$ cat src/core/cdf_regs.svh
/*
 * constants of the opcode decode and status flag block: register addresses,
 * status and control bit positions, reset values and opcode nibble codes.
 * assumes it is included once per compile unit through its guard.
 */
`ifndef CDF_REGS_SVH
`define CDF_REGS_SVH

// ****************************************
// register addresses and bits
// ****************************************
`define CDF_ST_ADDR 8'hD5
`define CDF_SYS_ADDR 8'hDF
`define CDF_FLG_C 7
`define CDF_FLG_Z 6
`define CDF_FLG_S 5
`define CDF_FLG_V 4
`define CDF_SYS_IE 3
`define CDF_FLAGS_RST 8'h00
`define CDF_SYS_RST 4'h0
`define CDF_ZERO8 8'h00
`define CDF_ONE8 8'h01

// ****************************************
// lower nibble codes
// ****************************************
`define CDF_LN_R 4'h0
`define CDF_LN_IR 4'h1
`define CDF_LN_WW 4'h2
`define CDF_LN_WI 4'h3
`define CDF_LN_RR 4'h4
`define CDF_LN_RI 4'h5
`define CDF_LN_IM 4'h6
`define CDF_LN_MV 4'h7
`define CDF_LN_LDR 4'h8
`define CDF_LN_STR 4'h9
`define CDF_LN_BREL 4'hB
`define CDF_LN_LDI 4'hC
`define CDF_LN_BABS 4'hD
`define CDF_LN_INCR 4'hE
`define CDF_LN_CTRL 4'hF

// ****************************************
// upper nibble codes
// ****************************************
`define CDF_U_ADD 4'h0
`define CDF_U_ADC 4'h1
`define CDF_U_SUB 4'h2
`define CDF_U_SUBB 4'h3
`define CDF_U_OR 4'h4
`define CDF_U_AND 4'h5
`define CDF_U_NTST 4'h6
`define CDF_U_MTST 4'h7
`define CDF_U_CMP 4'hA
`define CDF_U_XOR 4'hB
`define CDF_U_DECR 4'h0
`define CDF_U_ROLC 4'h1
`define CDF_U_INC 4'h2
`define CDF_U_POP 4'h5
`define CDF_U_INV 4'h6
`define CDF_U_PUSH 4'h7
`define CDF_U_ROL 4'h9
`define CDF_U_ZERO 4'hB
`define CDF_U_RORC 4'hC
`define CDF_U_ASHR 4'hD
`define CDF_U_ROR 4'hE
`define CDF_CT_IDLE 4'h6
`define CDF_CT_STOP 4'h7
`define CDF_CT_IRQOFF 4'h8
`define CDF_CT_IRQON 4'h9
`define CDF_CT_RETN 4'hA
`define CDF_CT_IRQX 4'hB
`define CDF_CT_CCLR 4'hC
`define CDF_CT_CSET 4'hD
`define CDF_CT_CINV 4'hE

`endif

$ cat src/core/cdf_pkg.sv
/*
 * types of the opcode decode and status flag block.
 * assumes cdf_regs.svh is available on the include path.
 */
package cdf_pkg;

	typedef enum logic [3:0] {
		CDF_F_NONE = 4'h0, CDF_F_ALU2 = 4'h1, CDF_F_ALU1 = 4'h2, CDF_F_LDR = 4'h3,
		CDF_F_STR = 4'h4, CDF_F_BREL = 4'h5, CDF_F_LDI = 4'h6, CDF_F_BABS = 4'h7,
		CDF_F_INCR = 4'h8, CDF_F_CTRL = 4'h9, CDF_F_MOVE = 4'hA
	} cdf_fam_t;

	typedef enum logic [2:0] {
		CDF_M_NONE = 3'h0, CDF_M_WW = 3'h1, CDF_M_WI = 3'h2, CDF_M_RR = 3'h3,
		CDF_M_RI = 3'h4, CDF_M_IMM = 3'h5, CDF_M_DIR = 3'h6, CDF_M_IND = 3'h7
	} cdf_form_t;

	typedef enum logic [4:0] {
		CDF_A_ADD = 5'h00, CDF_A_ADC = 5'h01, CDF_A_SUB = 5'h02, CDF_A_SUBB = 5'h03,
		CDF_A_OR = 5'h04, CDF_A_AND = 5'h05, CDF_A_NTST = 5'h06, CDF_A_MTST = 5'h07,
		CDF_A_CMP = 5'h08, CDF_A_XOR = 5'h09, CDF_A_DECR = 5'h0A, CDF_A_INC = 5'h0B,
		CDF_A_ROLC = 5'h0C, CDF_A_ROL = 5'h0D, CDF_A_RORC = 5'h0E, CDF_A_ROR = 5'h0F,
		CDF_A_ASHR = 5'h10, CDF_A_INV = 5'h11, CDF_A_ZERO = 5'h12, CDF_A_PASS = 5'h13
	} cdf_alu_t;

	typedef struct packed {
		logic [7:0] flags;
		logic [3:0] ctl;
		logic [7:0] res;
		logic res_we;
		logic [7:0] res_addr;
		logic br;
		logic [12:0] tgt;
		cdf_fam_t fam;
		cdf_form_t form;
		logic [3:0] wreg;
		logic idle;
		logic stop;
		logic retn;
		logic irqx;
		logic [7:0] rdata;
	} cdf_st_t;

endpackage : cdf_pkg

$ cat src/core/cdf_top.sv
/*
 * opcode decode and status flag logic of an 8-bit register-oriented core:
 * executes one opcode per exec_valid strobe, keeps the status byte and the
 * system control bits, evaluates branch conditions.
 * assumes operands are fetched by the surrounding core on the same clock.
 */
// Function
// - status byte: overflow bit 4, sign 5, zero 6, carry 7; branches test these.
// - overflow set when signed result leaves -128..+127.
// - logic operations always clear overflow.
// - sign copies result msb after arithmetic, logic, rotate, shift.
// - zero set when result is all zeros.
// - arithmetic carry marks carry out of or borrow into bit 7.
// - rotate and shift leave last shifted-out bit in carry.
// - single-byte ops set, clear, invert carry only.
// - moves leave flags alone and may write the status byte.
// - flag op targeting status byte collides; final value undefined.
// - status byte lives at register address D5H.
// - register operand 0..255; working register field 0..15.
// - register pairs sit at even addresses 0..254.
// - relative branch adds signed byte to next instruction address.
// - direct program addresses span 0..8191.
// - immediate operands are one byte 0..255.
// - two-operand ops chosen by upper nibble, forms by lower 2..6.
// - lower 2..6: r-r, r-Ir, R-R, R-IR, R-IM.
// - single-operand ops: lower 0 direct, 1 indirect; upper selects op.
// - lower 8,9,B,C,D,E are compact ops with register or condition.
// - lower F: idle, stop, irq off, irq on, return, irq exit, carry ops.
// - conditional branches use a 4-bit condition over C, Z, S, V.
// - irq on and off set and clear control bit 3.
`include "cdf_regs.svh"

module cdf_top import cdf_pkg::*; #(
	parameter int PC_W = 13
) (
	input wire logic mclk,
	input wire logic rst_n,
	input wire logic exec_valid,
	input wire logic [7:0] opcode,
	input wire logic [7:0] dst_addr,
	input wire logic [7:0] dst_val,
	input wire logic [7:0] src_val,
	input wire logic [PC_W-1:0] pc_next,
	input wire logic [PC_W-1:0] da_addr,
	input wire logic [7:0] rf_addr,
	input wire logic rf_we,
	input wire logic [7:0] rf_wdata,
	output logic [7:0] rf_rdata,
	output logic [7:0] status_byte,
	output logic irq_enable,
	output logic [7:0] res_data,
	output logic res_we,
	output logic [7:0] res_addr,
	output logic [7:0] pair_addr,
	output logic branch,
	output logic [PC_W-1:0] branch_tgt,
	output cdf_fam_t op_fam,
	output cdf_form_t op_form,
	output logic [3:0] work_reg,
	output logic idle_req,
	output logic stop_req,
	output logic return_req,
	output logic irq_exit_req
);

	// ****************************************
	// condition evaluation
	// ****************************************
	function automatic logic cdf_cond(input logic [3:0] cc, input logic [7:0] f);
		logic c;
		logic z;
		logic sv;
		c = f[`CDF_FLG_C];
		z = f[`CDF_FLG_Z];
		sv = f[`CDF_FLG_S] ^ f[`CDF_FLG_V];
		case (cc)
			4'h0: return 1'b0;
			4'h8: return 1'b1;
			4'h7: return c;
			4'hF: return !c;
			4'h6: return z;
			4'hE: return !z;
			4'hD: return !f[`CDF_FLG_S];
			4'h5: return f[`CDF_FLG_S];
			4'h4: return f[`CDF_FLG_V];
			4'hC: return !f[`CDF_FLG_V];
			4'h9: return !sv;
			4'h1: return sv;
			4'hA: return !(z | sv);
			4'h2: return z | sv;
			4'hB: return !c && !z;
			default: return c | z;
		endcase
	endfunction : cdf_cond

	// ****************************************
	// decode and alu
	// ****************************************
	cdf_st_t st_q;
	cdf_st_t st_d;
	cdf_fam_t fam;
	cdf_form_t form;
	cdf_alu_t alu_op;
	logic [7:0] alu_res;
	logic alu_c;
	logic alu_z;
	logic alu_s;
	logic alu_v;
	logic upd_zs;
	logic upd_c;
	logic upd_v;
	logic alu_wr;
	logic [3:0] un;

	assign un = opcode[7:4];

	cdf_decode u_dec (
		.opcode(opcode),
		.fam(fam),
		.form(form),
		.alu(alu_op)
	);

	cdf_alu u_alu (
		.op(alu_op),
		.a(dst_val),
		.b(src_val),
		.cin(st_q.flags[`CDF_FLG_C]),
		.res(alu_res),
		.c(alu_c),
		.z(alu_z),
		.s(alu_s),
		.v(alu_v),
		.upd_zs(upd_zs),
		.upd_c(upd_c),
		.upd_v(upd_v),
		.wr(alu_wr)
	);

	// ****************************************
	// next state
	// ****************************************
	always_comb begin
		st_d = st_q;
		st_d.br = 1'b0;
		st_d.res_we = 1'b0;
		st_d.idle = 1'b0;
		st_d.stop = 1'b0;
		st_d.retn = 1'b0;
		st_d.irqx = 1'b0;
		// status byte and control register are readable in the register file
		if (rf_addr == `CDF_ST_ADDR)
			st_d.rdata = st_q.flags;
		else if (rf_addr == `CDF_SYS_ADDR)
			st_d.rdata = {4'h0, st_q.ctl};
		else
			st_d.rdata = `CDF_ZERO8;
		if (rf_we && rf_addr == `CDF_ST_ADDR)
			st_d.flags = rf_wdata;
		if (rf_we && rf_addr == `CDF_SYS_ADDR)
			st_d.ctl = rf_wdata[3:0];
		if (exec_valid) begin
			st_d.fam = fam;
			st_d.form = form;
			st_d.wreg = un;
			st_d.res_addr = dst_addr;
			case (fam)
				CDF_F_ALU1, CDF_F_ALU2, CDF_F_INCR: begin
					st_d.res = alu_res;
					st_d.res_we = alu_wr;
					if (alu_wr && dst_addr == `CDF_ST_ADDR)
						st_d.flags = alu_res;
					// the flag update wins over the result write
					if (upd_zs) begin
						st_d.flags[`CDF_FLG_Z] = alu_z;
						st_d.flags[`CDF_FLG_S] = alu_s;
					end
					if (upd_v)
						st_d.flags[`CDF_FLG_V] = alu_v;
					if (upd_c)
						st_d.flags[`CDF_FLG_C] = alu_c;
				end
				CDF_F_LDR, CDF_F_STR, CDF_F_LDI, CDF_F_MOVE: begin
					st_d.res = src_val;
					st_d.res_we = 1'b1;
					if (dst_addr == `CDF_ST_ADDR)
						st_d.flags = src_val;
				end
				CDF_F_BREL: begin
					st_d.br = cdf_cond(un, st_q.flags);
					st_d.tgt = pc_next + {{(PC_W-8){src_val[7]}}, src_val};
				end
				CDF_F_BABS: begin
					st_d.br = cdf_cond(un, st_q.flags);
					st_d.tgt = da_addr;
				end
				CDF_F_CTRL: begin
					case (un)
						`CDF_CT_IDLE: st_d.idle = 1'b1;
						`CDF_CT_STOP: st_d.stop = 1'b1;
						`CDF_CT_IRQOFF: st_d.ctl[`CDF_SYS_IE] = 1'b0;
						`CDF_CT_IRQON: st_d.ctl[`CDF_SYS_IE] = 1'b1;
						`CDF_CT_RETN: st_d.retn = 1'b1;
						`CDF_CT_IRQX: begin
							st_d.irqx = 1'b1;
							st_d.ctl[`CDF_SYS_IE] = 1'b1;
						end
						`CDF_CT_CCLR: st_d.flags[`CDF_FLG_C] = 1'b0;
						`CDF_CT_CSET: st_d.flags[`CDF_FLG_C] = 1'b1;
						`CDF_CT_CINV: st_d.flags[`CDF_FLG_C] = !st_q.flags[`CDF_FLG_C];
						default: st_d.idle = 1'b0;
					endcase
				end
				default: st_d.res_we = 1'b0;
			endcase
		end
	end

	always_ff @(posedge mclk or negedge rst_n) begin
		if (!rst_n) begin
			st_q <= '{flags: `CDF_FLAGS_RST, ctl: `CDF_SYS_RST, fam: CDF_F_NONE, form: CDF_M_NONE, default: '0};
		end else begin
			st_q <= st_d;
		end
	end

	// ****************************************
	// outputs
	// ****************************************
	assign rf_rdata = st_q.rdata;
	assign status_byte = st_q.flags;
	assign irq_enable = st_q.ctl[`CDF_SYS_IE];
	assign res_data = st_q.res;
	assign res_we = st_q.res_we;
	assign res_addr = st_q.res_addr;
	assign pair_addr = {st_q.res_addr[7:1], 1'b0};
	assign branch = st_q.br;
	assign branch_tgt = st_q.tgt;
	assign op_fam = st_q.fam;
	assign op_form = st_q.form;
	assign work_reg = st_q.wreg;
	assign idle_req = st_q.idle;
	assign stop_req = st_q.stop;
	assign return_req = st_q.retn;
	assign irq_exit_req = st_q.irqx;

	// ****************************************
	// checks
	// ****************************************
	logic flag_op;
	logic [8:0] add_sum;
	logic [8:0] add_cy;
	assign flag_op = exec_valid && upd_zs && (fam == CDF_F_ALU1 || fam == CDF_F_ALU2 || fam == CDF_F_INCR);
	assign add_sum = {dst_val[7], dst_val} + {src_val[7], src_val};
	// unsigned sum, its top bit is the carry out of bit 7
	assign add_cy = {1'b0, dst_val} + {1'b0, src_val};

	a_sign_copy: assert property (@(posedge mclk) disable iff (!rst_n)
		flag_op |=> status_byte[`CDF_FLG_S] == $past(alu_res[7]))
		else $error("sign flag does not match result msb");
	a_zero_flag: assert property (@(posedge mclk) disable iff (!rst_n)
		flag_op |=> status_byte[`CDF_FLG_Z] == ($past(alu_res) == `CDF_ZERO8))
		else $error("zero flag wrong");
	a_logic_v_clear: assert property (@(posedge mclk) disable iff (!rst_n)
		exec_valid && fam == CDF_F_ALU2 && (alu_op == CDF_A_AND || alu_op == CDF_A_OR || alu_op == CDF_A_XOR)
		|=> !status_byte[`CDF_FLG_V])
		else $error("overflow not cleared by logic op");
	a_add_ovf_range: assert property (@(posedge mclk) disable iff (!rst_n)
		exec_valid && fam == CDF_F_ALU2 && alu_op == CDF_A_ADD
		|=> status_byte[`CDF_FLG_V] == $past(add_sum[8] != add_sum[7]))
		else $error("overflow flag wrong after add");
	a_add_carry: assert property (@(posedge mclk) disable iff (!rst_n)
		exec_valid && fam == CDF_F_ALU2 && alu_op == CDF_A_ADD
		|=> status_byte[`CDF_FLG_C] == $past(add_cy[8]))
		else $error("carry flag wrong after add");
	a_carry_only: assert property (@(posedge mclk) disable iff (!rst_n)
		exec_valid && fam == CDF_F_CTRL && un == `CDF_CT_CSET && !rf_we
		|=> status_byte[`CDF_FLG_C] && status_byte[6:0] == $past(status_byte[6:0]))
		else $error("carry set touched other flags");
	a_move_keep: assert property (@(posedge mclk) disable iff (!rst_n)
		exec_valid && fam == CDF_F_MOVE && dst_addr != `CDF_ST_ADDR && !rf_we
		|=> $stable(status_byte))
		else $error("move changed the flags");
	a_irq_on_off: assert property (@(posedge mclk) disable iff (!rst_n)
		exec_valid && fam == CDF_F_CTRL && (un == `CDF_CT_IRQON || un == `CDF_CT_IRQOFF)
		|=> irq_enable == $past(un == `CDF_CT_IRQON)
		##1 irq_enable == $past(irq_enable) || $past(rf_we) || $past(exec_valid && fam == CDF_F_CTRL))
		else $error("irq enable bit wrong");
	a_ctrl_pulse: assert property (@(posedge mclk) disable iff (!rst_n)
		exec_valid && fam == CDF_F_CTRL && un == `CDF_CT_RETN |=> return_req && !idle_req && !stop_req)
		else $error("return request missing");
	a_rel_target: assert property (@(posedge mclk) disable iff (!rst_n)
		exec_valid && fam == CDF_F_BREL
		|=> branch_tgt == $past(pc_next) + {{(PC_W-8){$past(src_val[7])}}, $past(src_val)})
		else $error("relative target wrong");
	a_never_false: assert property (@(posedge mclk) disable iff (!rst_n)
		exec_valid && (fam == CDF_F_BREL || fam == CDF_F_BABS) && un == 4'h0 |=> !branch)
		else $error("never condition branched");
	a_status_read: assert property (@(posedge mclk) disable iff (!rst_n)
		rf_addr == `CDF_ST_ADDR |=> rf_rdata == $past(status_byte))
		else $error("status read mismatch");
	a_shift_carry: assert property (@(posedge mclk) disable iff (!rst_n)
		exec_valid && fam == CDF_F_ALU1 && alu_op == CDF_A_ASHR |=> status_byte[`CDF_FLG_C] == $past(dst_val[0]))
		else $error("shift carry wrong");

endmodule : cdf_top

$ cat src/core/cdf_alu.sv
/*
 * combinational 8-bit alu with flag outputs and update masks.
 * assumes the caller registers results and applies the masks.
 */
`include "cdf_regs.svh"

module cdf_alu import cdf_pkg::*; (
	input wire cdf_alu_t op,
	input wire logic [7:0] a,
	input wire logic [7:0] b,
	input wire logic cin,
	output logic [7:0] res,
	output logic c,
	output logic z,
	output logic s,
	output logic v,
	output logic upd_zs,
	output logic upd_c,
	output logic upd_v,
	output logic wr
);

	// returns {carry or borrow, overflow, result}
	function automatic logic [9:0] cdf_arith(input logic [7:0] x, input logic [7:0] y,
		input logic ci, input logic sub);
		logic [7:0] yy;
		logic [8:0] t;
		yy = sub ? ~y : y;
		t = {1'b0, x} + {1'b0, yy} + {8'h00, sub ^ ci};
		return {sub ^ t[8], (x[7] == yy[7]) && (t[7] != x[7]), t[7:0]};
	endfunction : cdf_arith

	logic [9:0] ar;

	always_comb begin
		ar = 10'h000;
		res = a;
		c = cin;
		v = 1'b0;
		upd_zs = 1'b1;
		upd_c = 1'b0;
		upd_v = 1'b1;
		wr = 1'b1;
		case (op)
			CDF_A_ADD: ar = cdf_arith(a, b, 1'b0, 1'b0);
			CDF_A_ADC: ar = cdf_arith(a, b, cin, 1'b0);
			CDF_A_SUB, CDF_A_CMP: ar = cdf_arith(a, b, 1'b0, 1'b1);
			CDF_A_SUBB: ar = cdf_arith(a, b, cin, 1'b1);
			CDF_A_DECR: ar = cdf_arith(a, `CDF_ONE8, 1'b0, 1'b1);
			CDF_A_INC: ar = cdf_arith(a, `CDF_ONE8, 1'b0, 1'b0);
			default: ar = 10'h000;
		endcase
		case (op)
			CDF_A_ADD, CDF_A_ADC, CDF_A_SUB, CDF_A_SUBB, CDF_A_CMP, CDF_A_DECR, CDF_A_INC: begin
				res = ar[7:0];
				v = ar[8];
				c = ar[9];
				upd_c = (op != CDF_A_DECR) && (op != CDF_A_INC);
				wr = (op != CDF_A_CMP);
			end
			CDF_A_OR: res = a | b;
			CDF_A_AND: res = a & b;
			CDF_A_XOR: res = a ^ b;
			CDF_A_INV: res = ~a;
			CDF_A_MTST: begin
				res = a & b;
				wr = 1'b0;
			end
			CDF_A_NTST: begin
				res = ~a & b;
				wr = 1'b0;
			end
			CDF_A_ROL, CDF_A_ROLC: begin
				res = {a[6:0], (op == CDF_A_ROL) ? a[7] : cin};
				c = a[7];
				v = a[7] ^ res[7];
				upd_c = 1'b1;
			end
			CDF_A_ROR, CDF_A_RORC: begin
				res = {(op == CDF_A_ROR) ? a[0] : cin, a[7:1]};
				c = a[0];
				v = a[7] ^ res[7];
				upd_c = 1'b1;
			end
			CDF_A_ASHR: begin
				res = {a[7], a[7:1]};
				c = a[0];
				upd_c = 1'b1;
			end
			CDF_A_ZERO: begin
				res = `CDF_ZERO8;
				upd_zs = 1'b0;
				upd_v = 1'b0;
			end
			default: begin
				res = b;
				upd_zs = 1'b0;
				upd_v = 1'b0;
			end
		endcase
		z = (res == `CDF_ZERO8);
		s = res[7];
	end

endmodule : cdf_alu

$ cat src/core/cdf_decode.sv
/*
 * combinational opcode decoder: family, operand form and alu operation.
 * assumes one opcode byte presented per execute strobe.
 */
`include "cdf_regs.svh"

module cdf_decode import cdf_pkg::*; (
	input wire logic [7:0] opcode,
	output cdf_fam_t fam,
	output cdf_form_t form,
	output cdf_alu_t alu
);

	logic [3:0] ln;
	logic [3:0] un;

	always_comb begin
		ln = opcode[3:0];
		un = opcode[7:4];
		fam = CDF_F_NONE;
		form = CDF_M_NONE;
		alu = CDF_A_PASS;
		case (ln)
			`CDF_LN_R, `CDF_LN_IR: begin
				form = (ln == `CDF_LN_R) ? CDF_M_DIR : CDF_M_IND;
				fam = CDF_F_ALU1;
				case (un)
					`CDF_U_DECR: alu = CDF_A_DECR;
					`CDF_U_ROLC: alu = CDF_A_ROLC;
					`CDF_U_INC: alu = CDF_A_INC;
					`CDF_U_INV: alu = CDF_A_INV;
					`CDF_U_ROL: alu = CDF_A_ROL;
					`CDF_U_ZERO: alu = CDF_A_ZERO;
					`CDF_U_RORC: alu = CDF_A_RORC;
					`CDF_U_ASHR: alu = CDF_A_ASHR;
					`CDF_U_ROR: alu = CDF_A_ROR;
					`CDF_U_POP, `CDF_U_PUSH: fam = CDF_F_MOVE;
					default: begin
						fam = CDF_F_NONE;
						form = CDF_M_NONE;
					end
				endcase
			end
			`CDF_LN_WW, `CDF_LN_WI, `CDF_LN_RR, `CDF_LN_RI, `CDF_LN_IM: begin
				case (ln)
					`CDF_LN_WW: form = CDF_M_WW;
					`CDF_LN_WI: form = CDF_M_WI;
					`CDF_LN_RR: form = CDF_M_RR;
					`CDF_LN_RI: form = CDF_M_RI;
					default: form = CDF_M_IMM;
				endcase
				fam = CDF_F_ALU2;
				case (un)
					`CDF_U_ADD: alu = CDF_A_ADD;
					`CDF_U_ADC: alu = CDF_A_ADC;
					`CDF_U_SUB: alu = CDF_A_SUB;
					`CDF_U_SUBB: alu = CDF_A_SUBB;
					`CDF_U_OR: alu = CDF_A_OR;
					`CDF_U_AND: alu = CDF_A_AND;
					`CDF_U_NTST: alu = CDF_A_NTST;
					`CDF_U_MTST: alu = CDF_A_MTST;
					`CDF_U_CMP: alu = CDF_A_CMP;
					`CDF_U_XOR: alu = CDF_A_XOR;
					default: fam = CDF_F_MOVE;
				endcase
			end
			`CDF_LN_MV: fam = CDF_F_MOVE;
			`CDF_LN_LDR: fam = CDF_F_LDR;
			`CDF_LN_STR: fam = CDF_F_STR;
			`CDF_LN_BREL: fam = CDF_F_BREL;
			`CDF_LN_LDI: begin
				fam = CDF_F_LDI;
				form = CDF_M_IMM;
			end
			`CDF_LN_BABS: fam = CDF_F_BABS;
			`CDF_LN_INCR: begin
				fam = CDF_F_INCR;
				alu = CDF_A_INC;
			end
			`CDF_LN_CTRL: fam = CDF_F_CTRL;
			default: fam = CDF_F_NONE;
		endcase
	end

endmodule : cdf_decode

$ cat config.mk
export PLATFORM = sky130hd
export DESIGN_NAME = cdf_top
export DESIGN_NICKNAME = d
export VERILOG_FILES = /design/src/core/cdf_pkg.sv /design/src/core/cdf_top.sv /design/src/core/cdf_alu.sv /design/src/core/cdf_decode.sv
export VERILOG_INCLUDE_DIRS = /design/src /design/src/core
export SDC_FILE = /design/constraint.sdc
export NUM_CORES = 1
export LEC_CHECK = 0
export ABC_AREA = 0
export BUFFER_PORTS_ARGS = -buffer_cell sky130_fd_sc_hd__buf_2
export CORE_MARGIN = 1.5
export CORE_UTILIZATION = 57
export CTS_CLUSTER_SIZE = 25
export DETAILED_ROUTE_END_ITERATION = 10
export GPL_TIMING_DRIVEN = 0
export PLACE_DENSITY = 0.93
export SLEW_MARGIN = 10
export SYNTH_ARGS = -nofsm -noshare
export SYNTH_HDL_FRONTEND = slang
export SYNTH_SLANG_ARGS = --single-unit
$ cat constraint.sdc
create_clock -name mclk -period 3.2 [get_ports mclk]
set_input_delay 0.16 -clock mclk [delete_from_list [all_inputs] [get_ports mclk]]
set_output_delay 0.16 -clock mclk [all_outputs]
set_load 0.03 [all_outputs]
Word level (Yosys, flattened, before mapping):

Index checks and enable logic that the tools add are counted.

* RAM bits: 0
* bits of input ports: 78
* bits in read-only memories: 0
* word-level logic and storage cells: 201
* output and inout bits: 71
* flip-flop bits (word level): 66
* memories kept: 0
* bits in latches: 0

* add/subtract/negate cells: 9
* $lt $le $gt $ge: 0
* reductions and logical operators: 43
* shift operators: 0
* equal/unequal tests: 72
* div/mod/pow operators: 0
* mux-type cells: 44
* bitwise logic cells: 16
* multiply operators: 0

Operators with widths (number)
* $pmux 8 s10: 1
* $eq 4x4->1 const B: 18
* $pmux 10 s6: 1
* $pmux 5 s10: 1
* $eq 4x3->1 const B: 12
* $pmux 5 s9: 1
* $eq 5x4->1 const B: 8
* $pmux 4 s10: 1
* $mux 38: 1
* $mux 8: 4
* $pmux 14 s2: 1
* $eq 4x2->1 const B: 6
* $eq 8x8->1 const B: 3
* $eq 5x3->1 const B: 4
* $add 8x8->9: 2
* $add 9x1->9: 2
* $add 9x1->9 const B: 2
* $reduce_or 18->1: 1
* $and 8x8->8: 2
* $mux 4: 4
* $not 8->8: 2
* $pmux 8 s2: 1
* $reduce_or 2->1: 8
* $eq 5x5->1 const B: 3
* 41 further kinds: 95

Logic depth before layout (Yosys ltp):

Gate-level depths: netlist of run 1.

* depth in word-level cells: 11
* depth in mapped cells: 14
* depth with buffers taken out: 14

By module:

Synthesis of run 1 repeated with hierarchy kept, for this count alone.

* cells, all modules: 969
* area total of the unflattened synthesis: 7842.5 µm²

By module, submodules not included
* cdf_top: seq. area each 1651.6 µm², cells an instance 459, area each 4416.7 µm², instances 1
* cdf_alu: seq. area each 0.0 µm², cells an instance 427, area each 2904.0 µm², instances 1
* cdf_decode: seq. area each 0.0 µm², cells an instance 83, area each 521.8 µm², instances 1

Worst setup path before layout of run 1:

Ideal clock, no wire load.

* path kind: input -> register
* start point: in dst_val[2]
* end point: reg st_q (netlist bit status_byte[7])
* path buffers: 2
* arrival time: 3.137 ns
* path slack: -0.063 ns
* stages: 14
* setup time: 0.126 ns
* required time: 3.074 ns
* path through: clkbuf_1 inv_1 ha_1 buf_2 a211oi_1 nor2_1 xnor2_1 nand3_1 nor3_1 xor2_1 a221o_1 o41ai_2 nand2_1 a221o_1

* cells in the longest elaborated chain, start to end: 8
* elaborated cells between the ends (all ways): 18
* those cells by class: 8 x add/sub; 7 x mux; 3 x bitwise

RTL lines
* start, declared: RTL line cdf_top.sv:41 `input wire logic [7:0] dst_val,`
* $add 8x8->9: RTL line cdf_alu.sv:29 `t = {1'b0, x} + {1'b0, yy} + {8'h00, sub ^ ci};`
* $add 9x1->9: RTL line cdf_alu.sv:29
* $pmux 10 s6 (*): RTL line cdf_alu.sv:44 `case (op)`
* $pmux 8 s10 / $pmux 10 s6 (equally long branches): RTL line cdf_alu.sv:53, cdf_alu.sv:44
* $mux 8 / $pmux 1 s3 (equally long branches): RTL line cdf_top.sv:171, cdf_alu.sv:53
* $mux 1 (*): RTL line cdf_top.sv:180 `if (upd_c)`
* $pmux 1 s3 (*): RTL line cdf_top.sv:167 `case (fam)`
* $mux 9 (*): RTL line cdf_top.sv:162 `if (exec_valid) begin`
* end signal, assigned: RTL line cdf_top.sv:223 `st_q <= st_d;`
* end, declared: RTL line cdf_top.sv:99 `cdf_st_t st_q;`

Every way passes the cells marked *; elsewhere a longest branch is shown, timed or not.
A chain may end at the register's enable or synchronous reset.

Final worst setup path of run 1:

* start point: in src_val[0]
* end point: reg st_q (netlist bit status_byte[7])

* cells in the longest elaborated chain, start to end: 9
* elaborated cells between the ends (all ways): 15
* those cells by class: 5 x add/sub; 7 x mux; 3 x bitwise

RTL lines
* start, declared: RTL line cdf_top.sv:42 `input wire logic [7:0] src_val,`
* $not 8->8
* $add 8x8->9: RTL line cdf_alu.sv:29
* $add 9x1->9: RTL line cdf_alu.sv:29
* $pmux 10 s6 (*): RTL line cdf_alu.sv:44
* $pmux 8 s10 / $pmux 10 s6 (equally long branches): RTL line cdf_alu.sv:53, cdf_alu.sv:44
* $mux 8 / $pmux 1 s3 (equally long branches): RTL line cdf_top.sv:171, cdf_alu.sv:53
* $mux 1 (*): RTL line cdf_top.sv:180
* $pmux 1 s3 (*): RTL line cdf_top.sv:167
* $mux 9 (*): RTL line cdf_top.sv:162

Marks and branches as above.

==> results of run 1 <==
## routing by layer
metal,track usage [%],part of all wire (%),up-vias
met3,5.24,9.9,84
li1,-,-,3583
met5,0,0,-
met2,56.4,46,472
met4,12.8,3.4,0
met1,49.6,41,3691
## cell usage in the layout (no fill, tap or decap), types with 19 or more instances in the layout
cell and n:
sky130_fd_sc_hd__a21oi_1 54, sky130_fd_sc_hd__buf_2 155, sky130_fd_sc_hd__buf_4 81, sky130_fd_sc_hd__clkbuf_1 23
sky130_fd_sc_hd__dfrtp_1 66, sky130_fd_sc_hd__ha_1 43, sky130_fd_sc_hd__inv_1 36, sky130_fd_sc_hd__mux2_2 23
sky130_fd_sc_hd__nand2_1 84, sky130_fd_sc_hd__nand3_1 19, sky130_fd_sc_hd__nor2_1 44, sky130_fd_sc_hd__nor3_1 21
sky130_fd_sc_hd__o21ai_0 45, sky130_fd_sc_hd__xnor2_1 26
## stage by stage
| step | power (mW) | hold WS [ns] | utilization (%) | setup TNS [ns] |
|---|---|---|---|---|
| after global routing | 4.26 | 0.0748 | 70.5 | -0.0475 |
| after floorplan | 2.45 | -0.136 | - | 0 |
| after detailed placement | 2.98 | 0.296 | 65.9 | -8.98 |
| after CTS | 3.95 | 0.0650 | 68.7 | 0 |
| final | 4.06 | 0.0692 | 70.5 | 0 |
| after global placement | 2.93 | 0.405 | 65.8 | -8.16 |
## worst paths after layout
| path | from | end | slack [ns] |
|---|---|---|---|
| worst max-delay path | src_val[0] | status_byte[7] | 0.05 |
| worst min-delay path | dst_addr[3] | res_addr[3] | 0.07 |
| worst max register to register | status_byte[7] | status_byte[7] | 0.29 |
| worst min register to register | branch_tgt[6] | branch_tgt[6] | 0.48 |
| max in group asynchronous | rst_n | branch_tgt[2] | 2.19 |
| min in group asynchronous | rst_n | rf_rdata[1] | 0.46 |
## timing repair
action                     CTS  global route
resized for setup           16            37
pin swaps                    2             8
hold endpoints to repair    66             0
setup endpoints to repair   11            10
cloned                       0             0
buffers inserted             2             7
hold buffers                 1             0
## worst max-delay path, stage by stage
cell                       delay [ns]
sky130_fd_sc_hd__buf_2           0.18
sky130_fd_sc_hd__inv_1           0.12
sky130_fd_sc_hd__ha_1            0.20
sky130_fd_sc_hd__inv_1           0.07
sky130_fd_sc_hd__fa_2            0.36
sky130_fd_sc_hd__or2_2           0.33
sky130_fd_sc_hd__a211o_1         0.31
sky130_fd_sc_hd__a211oi_4        0.32
sky130_fd_sc_hd__buf_4           0.18
sky130_fd_sc_hd__nand3b_1        0.10
sky130_fd_sc_hd__a21oi_2         0.20
sky130_fd_sc_hd__a221oi_4        0.10
sky130_fd_sc_hd__o41ai_2         0.30
sky130_fd_sc_hd__nand2_1         0.09
sky130_fd_sc_hd__a221o_1         0.35
## power by group through the flow
stage	clock (mW)	sequential, mW	combinational (mW)
finish	0.934	1.08	2.05
global route	0.969	1.09	2.19
CTS	0.937	1.07	1.94
detailed placement	0	1.08	1.89
global placement	0	1.07	1.86
floorplan	0	1.05	1.40
## logic make-up after synthesis
family	after synthesis	share of synthesized area, %
muxes	39	5.88
DFF	66	22.5
other	1	0.0511
xor gates and xnor gates	46	5.49
adders and majority gates	48	8.49
and+or+nand+nor	272	19.0
buffers and inverters	153	11.9
AOI/OAI and AO/OA	276	26.6
## layout make-up
cell class              count  area share, %
clock buffers              14           3.08
plain buffers             110           8.09
multi-input cells         682           56.9
flip-flops and latches     66           18.6
inverters                  39           1.65
clock inverters             2          0.113
repair buffers            157           9.20
well taps                 172           2.42
==> impl_summary.txt, run 1 <==
----------------------------------------------------
[Power and ir drop]
  Leak pwr ... 4.15 nW
  Switching fraction of total power ... 41.8%
  Switching pwr ... between 1.5 and 2 mW
  Worst IR drop on VDD ... 0.000258 V
  Power per cell area ... 456 mW/mm^2
  Internal Pwr Total ... about 2.4 mW
  Clk network pwr share ... roughly 23%
  Share of power burned in combinational logic ... 50.4%
  Part of the power in registers ... 26.5%

[Critical path]
  Number of cells traversed by the worst register-to-register path ... 8
  Crit-path max FO ... 5
  Crit end category ... flip-flop
  Nature of the critical path startpoint ... input port
  Critical path data arrival time ... 3.36 ns
  CP Class ... input port to flip-flop
  Required time reported for the critical path endpoint ... 3.41 ns

[Die]
  Die W ... 117 microns
  # rows ... 41
  Die footprint ... 0.0136 sq mm
  Initial core utilization ... 58.2%
  Die span in y ... 117 microns
  Number of top-level pins ... 149
  Placeable core area ... 0.0126 sq mm

[Synthesis]
  Per-instance average area after synthesis ... 8.15 sq um
  Post-Syn Instances ... ~900
  Total of flip-flops plus latches after synthesis ... 66
  Number of distinct library cells after synthesis ... 94
  Most frequent cell after synthesis ... sky130_fd_sc_hd__nand2_1
  Share of synthesized area occupied by flip-flops and latches ... 22.5%
  Number of enable-type register cells in the synthesized netlist ... 0
  Nets in the synthesized netlist ... 1027
  Leading post-synthesis cells by cell area ... sky130_fd_sc_hd__dfrtp_1, sky130_fd_sc_hd__ha_1, sky130_fd_sc_hd__buf_4
  Post-synthesis cell type with the largest combined area ... sky130_fd_sc_hd__dfrtp_1
  Combined area of all synthesized cells ... approximately 0.0073 sq mm
  Synth top area share ... 22.5%
  Yosys warnings ... 0
  Top post-synthesis cells by count ... sky130_fd_sc_hd__nand2_1, sky130_fd_sc_hd__buf_4, sky130_fd_sc_hd__dfrtp_1
  Most used flip-flop cell after synthesis ... sky130_fd_sc_hd__dfrtp_1
  Share of synthesized registers carrying an async set or reset ... 100%

[STA]
  Minimum clock period ... between 3 and 4 ns
  Worst slew pin tran ... 0.815 ns
  Final worst-path setup slack ... about 0.055 ns
  Clock Skews ... 0.00583 ns
  Final Hold Fails ... 0
  Pins over their slew limit ... 0
  Period utilisation layout ... between 90% and 100%
  Final setup violation count ... 0
  Peak Freq ... ~0.32 GHz
  Max-slew headroom ... 45.2%

[Finish]
  Non-filler instance count after layout ... 1242
  Sequential Area ... about 0.0017 sq mm
  Flip-flop count of the largest register after layout ... 13
  Syn-to-layout area delta ... 21.1%
  Diodes inserted ... 0
  Total of fill cells in the finished design ... ~1000
  Area of all placed cells without fillers ... between 0.008 and 0.009 sq mm
  Net total in the final layout ... 1191
  Area of the multi-input gates ... between 0.005 and 0.006 sq mm
  Layout cells sized above 1 ... 32.3%

[Clock tree]
  CTS tree ... built
  Clock-pin slew reported for the worst setup and hold paths after clock tree synthesis ... roughly 0.050 ns
  Longest Clk Path Bufs ... 2
  Total CTS buffers ... 9
  CTS Root Buffer Type ... sky130_fd_sc_hd__clkbuf_16
  Skew-Pair Late Insertion Delay ... 0.33 ns
  Sinks on the clock net ... 66
  Total number of H-tree levels ... 3

[GRT]
  Sum of overflow across all layers after global routing ... 0
  Pin count of the biggest net entering global routing ... 67
  Via count of the first global-routing pass ... 6959
  GRT Util Overall ... between 30% and 40%
  Global-route wire length before repair ... between 30 and 40 mm
  Number of antenna violations at the first check in global routing ... 0

[Place]
  Routability Congestion ... 1.05
  Area after detailed placement ... 0.00831 sq mm
  Placed wire-length estimate after detailed placement ... 18.6 mm
  Setup slack after placement ... -1.11 ns
  IO buf count ... approximately 150
  Number of instances in the placed design ... 1220

[Detailed routing]
  Via Count ... 7830
  Number of optimization iterations in the first detailed-route pass ... 5
  Antenna violation net count after detailed routing ... 0
  Overall routed net length ... 24.7 mm
  Via density per instance ... 6.30
  Detailed-route wire length per cell ... 19.9 microns
  Violation count after the first detailed-route iteration ... 894
  Count of unresolved DRC violations after routing ... 0

[Hold path]
  HP Class ... input port to flip-flop
  Hold Path Cell Cnt ... 2

[Job]
  Max-cap violation count ... 0

[Status]
  Result of the run ... finished, final reports clean

----------------------------------------------------
No activity file was read; power rests on OpenSTA's default activity.
==> inputs of run 2 (changes only) <==
--- a/config.mk
+++ b/config.mk
@@ -6,7 +6,7 @@
 export SDC_FILE = /design/constraint.sdc
 export NUM_CORES = 1
 export LEC_CHECK = 0
-export ABC_AREA = 0
+export ABC_AREA = 1
 export BUFFER_PORTS_ARGS = -buffer_cell sky130_fd_sc_hd__buf_2
 export CORE_MARGIN = 1.5
 export CORE_UTILIZATION = 57
==> impl_summary.txt, run 2 <==
----------------------------------------------------
[Die]
  Number of top-level pins ... around 150
  Initial core utilization ... ~60%
  Placeable core area ... 0.0127 sq mm
  Die footprint ... 0.0137 sq mm
  # rows ... 41
  Die span in y ... 117 microns
  Die W ... 117 microns

[Synthesis]
  Synth top area share ... 22.2%
  Share of synthesized registers carrying an async set or reset ... 100%
  Post-Syn Instances ... 1172
  Leading post-synthesis cells by cell area ... sky130_fd_sc_hd__dfrtp_1, sky130_fd_sc_hd__nand2_1, sky130_fd_sc_hd__ha_1
  Post-synthesis cell type with the largest combined area ... sky130_fd_sc_hd__dfrtp_1
  Yosys warnings ... 0
  Combined area of all synthesized cells ... between 0.007 and 0.008 sq mm
  Most used flip-flop cell after synthesis ... sky130_fd_sc_hd__dfrtp_1
  Number of distinct library cells after synthesis ... 48
  Share of synthesized area occupied by flip-flops and latches ... 22.2%
  Most frequent cell after synthesis ... sky130_fd_sc_hd__nand2_1
  Nets in the synthesized netlist ... 1298
  Top post-synthesis cells by count ... sky130_fd_sc_hd__nand2_1, sky130_fd_sc_hd__nor2_1, sky130_fd_sc_hd__inv_1
  Total of flip-flops plus latches after synthesis ... 66
  Per-instance average area after synthesis ... 6.34 sq um
  Number of enable-type register cells in the synthesized netlist ... 0

[Detailed routing]
  Number of optimization iterations in the first detailed-route pass ... 8
  Via Count ... 8375
  Detailed-route wire length per cell ... 15.3 microns
  Via density per instance ... about 5.6
  Antenna violation net count after detailed routing ... 0
  Overall routed net length ... 23.0 mm
  Count of unresolved DRC violations after routing ... 0
  Violation count after the first detailed-route iteration ... ~840

[STA]
  Setup repair after global routing missed its margin ... false
  Max-slew headroom ... 41.7%
  Peak Freq ... approximately 0.34 GHz
  Period utilisation layout ... 92.3%
  Final setup violation count ... 0
  Minimum clock period ... 2.95 ns
  Final total negative setup slack ... 0 ns
  Final worst-path setup slack ... roughly 0.25 ns
  Clock Skews ... 0.00322 ns
  Worst slew pin tran ... 0.862 ns
  Pins over their slew limit ... 0
  Final Hold Fails ... 0

[Place]
  Number of instances in the placed design ... 1491
  IO buf count ... about 150
  Placed wire-length estimate after detailed placement ... ~18 mm
  Setup slack after placement ... -0.307 ns
  Routability Congestion ... 1.02

[Power and ir drop]
  Power per cell area ... 478 mW/mm^2
  Leak pwr ... 4.78 nW
  Worst IR drop on VDD ... 0.000332 V

[Clock tree]
  Total CTS buffers ... 9
  Sinks on the clock net ... 66
  CTS tree ... built
  Total number of H-tree levels ... 3
  Longest Clk Path Bufs ... 2
  CTS Root Buffer Type ... sky130_fd_sc_hd__clkbuf_16
  Clock-pin slew reported for the worst setup and hold paths after clock tree synthesis ... 0.06 ns
  Skew-Pair Late Insertion Delay ... ~0.33 ns

[GRT]
  Via count of the first global-routing pass ... 7493
  Pin count of the biggest net entering global routing ... 67
  GRT Util Overall ... 33.5%
  Number of antenna violations at the first check in global routing ... 0
  Met2 layer usage reported by global route ... between 50% and 60%
  Global-route wire length before repair ... 35.9 mm
  Global Route met1 Usage ... 43.5%
  Global route hottest layer ... met2
  Sum of overflow across all layers after global routing ... 0
  GR met3 Demand/Resource ... 6.80%

[Critical path]
  Critical path data arrival time ... about 3.2 ns
  Required time reported for the critical path endpoint ... 3.42 ns
  CP Class ... input port to flip-flop
  Crit end category ... flip-flop
  Nature of the critical path startpoint ... input port
  Crit-path max FO ... 6

[Status]
  Result of the run ... finished, final reports clean

[Finish]
  Syn-to-layout area delta ... 17.7%
  Highest-count cells in the layout ignoring fill and taps ... sky130_fd_sc_hd__nand2_1, sky130_fd_sc_hd__buf_2, sky130_fd_sc_hd__inv_1
  Flip-flop count of the largest register after layout ... 13
  Most common cell after layout, fill and taps aside ... sky130_fd_sc_hd__nand2_1
  Net total in the final layout ... roughly 1500
  Non-filler instance count after layout ... 1507
  Post-layout util ... slightly below 70%
  Total of fill cells in the finished design ... about 1100
  Layout cells sized above 1 ... 22.3%
  Diodes inserted ... 0

[Job]
  Max-cap violation count ... 0

[Hold path]
  HP Class ... input port to flip-flop

----------------------------------------------------
## run 2: cell count changes in the layout (fill, tap and decap cells not counted), moves of 15 or more
cell,change
sky130_fd_sc_hd__mux2i_1,-15
sky130_fd_sc_hd__inv_1,+93
sky130_fd_sc_hd__xnor2_1,-22
sky130_fd_sc_hd__o21ai_0,+28
sky130_fd_sc_hd__nand3_1,+87
sky130_fd_sc_hd__nor2_1,+83
sky130_fd_sc_hd__nand2_1,+213
## run 2: layout make-up
class / instances / area, sq um / share of cell area (%)
Buffer: 85 / 591 / 6.75
Inverter: 141 / 537 / 6.14
Clock inverter: 6 / 88.8 / 1.02
Sequential cell: 66 / 1650 / 18.9
Tap cell: 172 / 215 / 2.46
Timing Repair Buffer: 150 / 763 / 8.73
Multi-Input combinational cell: 877 / 4670 / 53.4
Clock buffer: 10 / 229 / 2.62
## run 2: timing repair
action | in CTS | in global routing
hold endpoints to repair | 66 | 0
hold buffers | 1 | 0
buffers inserted | 0 | 2
gates resized for setup | 0 | 8
setup endpoints to repair | 0 | 7
## run 2: worst paths after layout
| kind | endpoint | slack (ns) | from | depth (start not counted) |
|---|---|---|---|---|
| max | status_byte[5] | 0.25 | src_val[0] | 18 |
| min | st_q[55] | 0.06 | rf_wdata[1] | 3 |
| max reg2reg | status_byte[6] | 0.30 | status_byte[7] | 18 |
| min reg2reg | res_data[6] | 0.48 | res_data[6] | 2 |
| max in group asynchronous | res_data[7] | 2.18 | rst_n | 2 |
| min in group asynchronous | irq_exit_req | 0.50 | rst_n | 2 |
## run 2: per-stage QoR
stage | hold slack (ns) | area, sq um | power (mW)
final | 0.0606 | 8750 | 4.18
after global routing | 0.0739 | 8750 | 4.43
after CTS | 0.0599 | 8710 | 4.14
after detailed placement | 0.297 | 8380 | 3.07
after global placement | 0.395 | 8380 | 3.02
after floorplan | -0.136 | 7430 | 2.52
## run 2: worst max-delay path, cell delays in order
cell and delay, ns:
sky130_fd_sc_hd__buf_2 0.18, sky130_fd_sc_hd__inv_1 0.11, sky130_fd_sc_hd__ha_1 0.21, sky130_fd_sc_hd__inv_1 0.07, sky130_fd_sc_hd__fa_1 0.42, sky130_fd_sc_hd__xor2_2 0.27, sky130_fd_sc_hd__nand2_1 0.13, sky130_fd_sc_hd__nor2_1 0.20
sky130_fd_sc_hd__nand3_1 0.12, sky130_fd_sc_hd__nor2_1 0.14, sky130_fd_sc_hd__xor2_1 0.08, sky130_fd_sc_hd__nand2_1 0.08, sky130_fd_sc_hd__nand3_1 0.07, sky130_fd_sc_hd__nor2_1 0.24, sky130_fd_sc_hd__nand3_1 0.24, sky130_fd_sc_hd__o21ai_1 0.18
sky130_fd_sc_hd__nand3_1 0.10, sky130_fd_sc_hd__a21o_1 0.17
## run 2: layer usage
metal	share of wire, %	vias up	wire length, microns
met5	0	-	0
met4	2.7	0	614
met3	9.4	58	2160
met2	47	445	10700
met1	41	3777	9540
li1	-	4095	-
## run 2: logic make-up (layout without fill, tap and decap cells)
group,after synthesis,count (layout),synth area share [%]
adders and majority gates,48,48,8.39
DFF,66,66,22.2
AOI/OAI and AO/OA,180,180,13.5
other,1,1,0.0505
muxes,12,12,1.82
and+or+nand+nor,615,615,36.3
xor gates and xnor gates,21,21,2.48
buffers and inverters,229,392,15.2
## run 2: where the power goes
part / internal (mW) / switching (mW)
combinational: 0.716 / 1.28
sequential: 0.989 / 0.122
clock: 0.684 / 0.389
total: 2.39 / 1.79
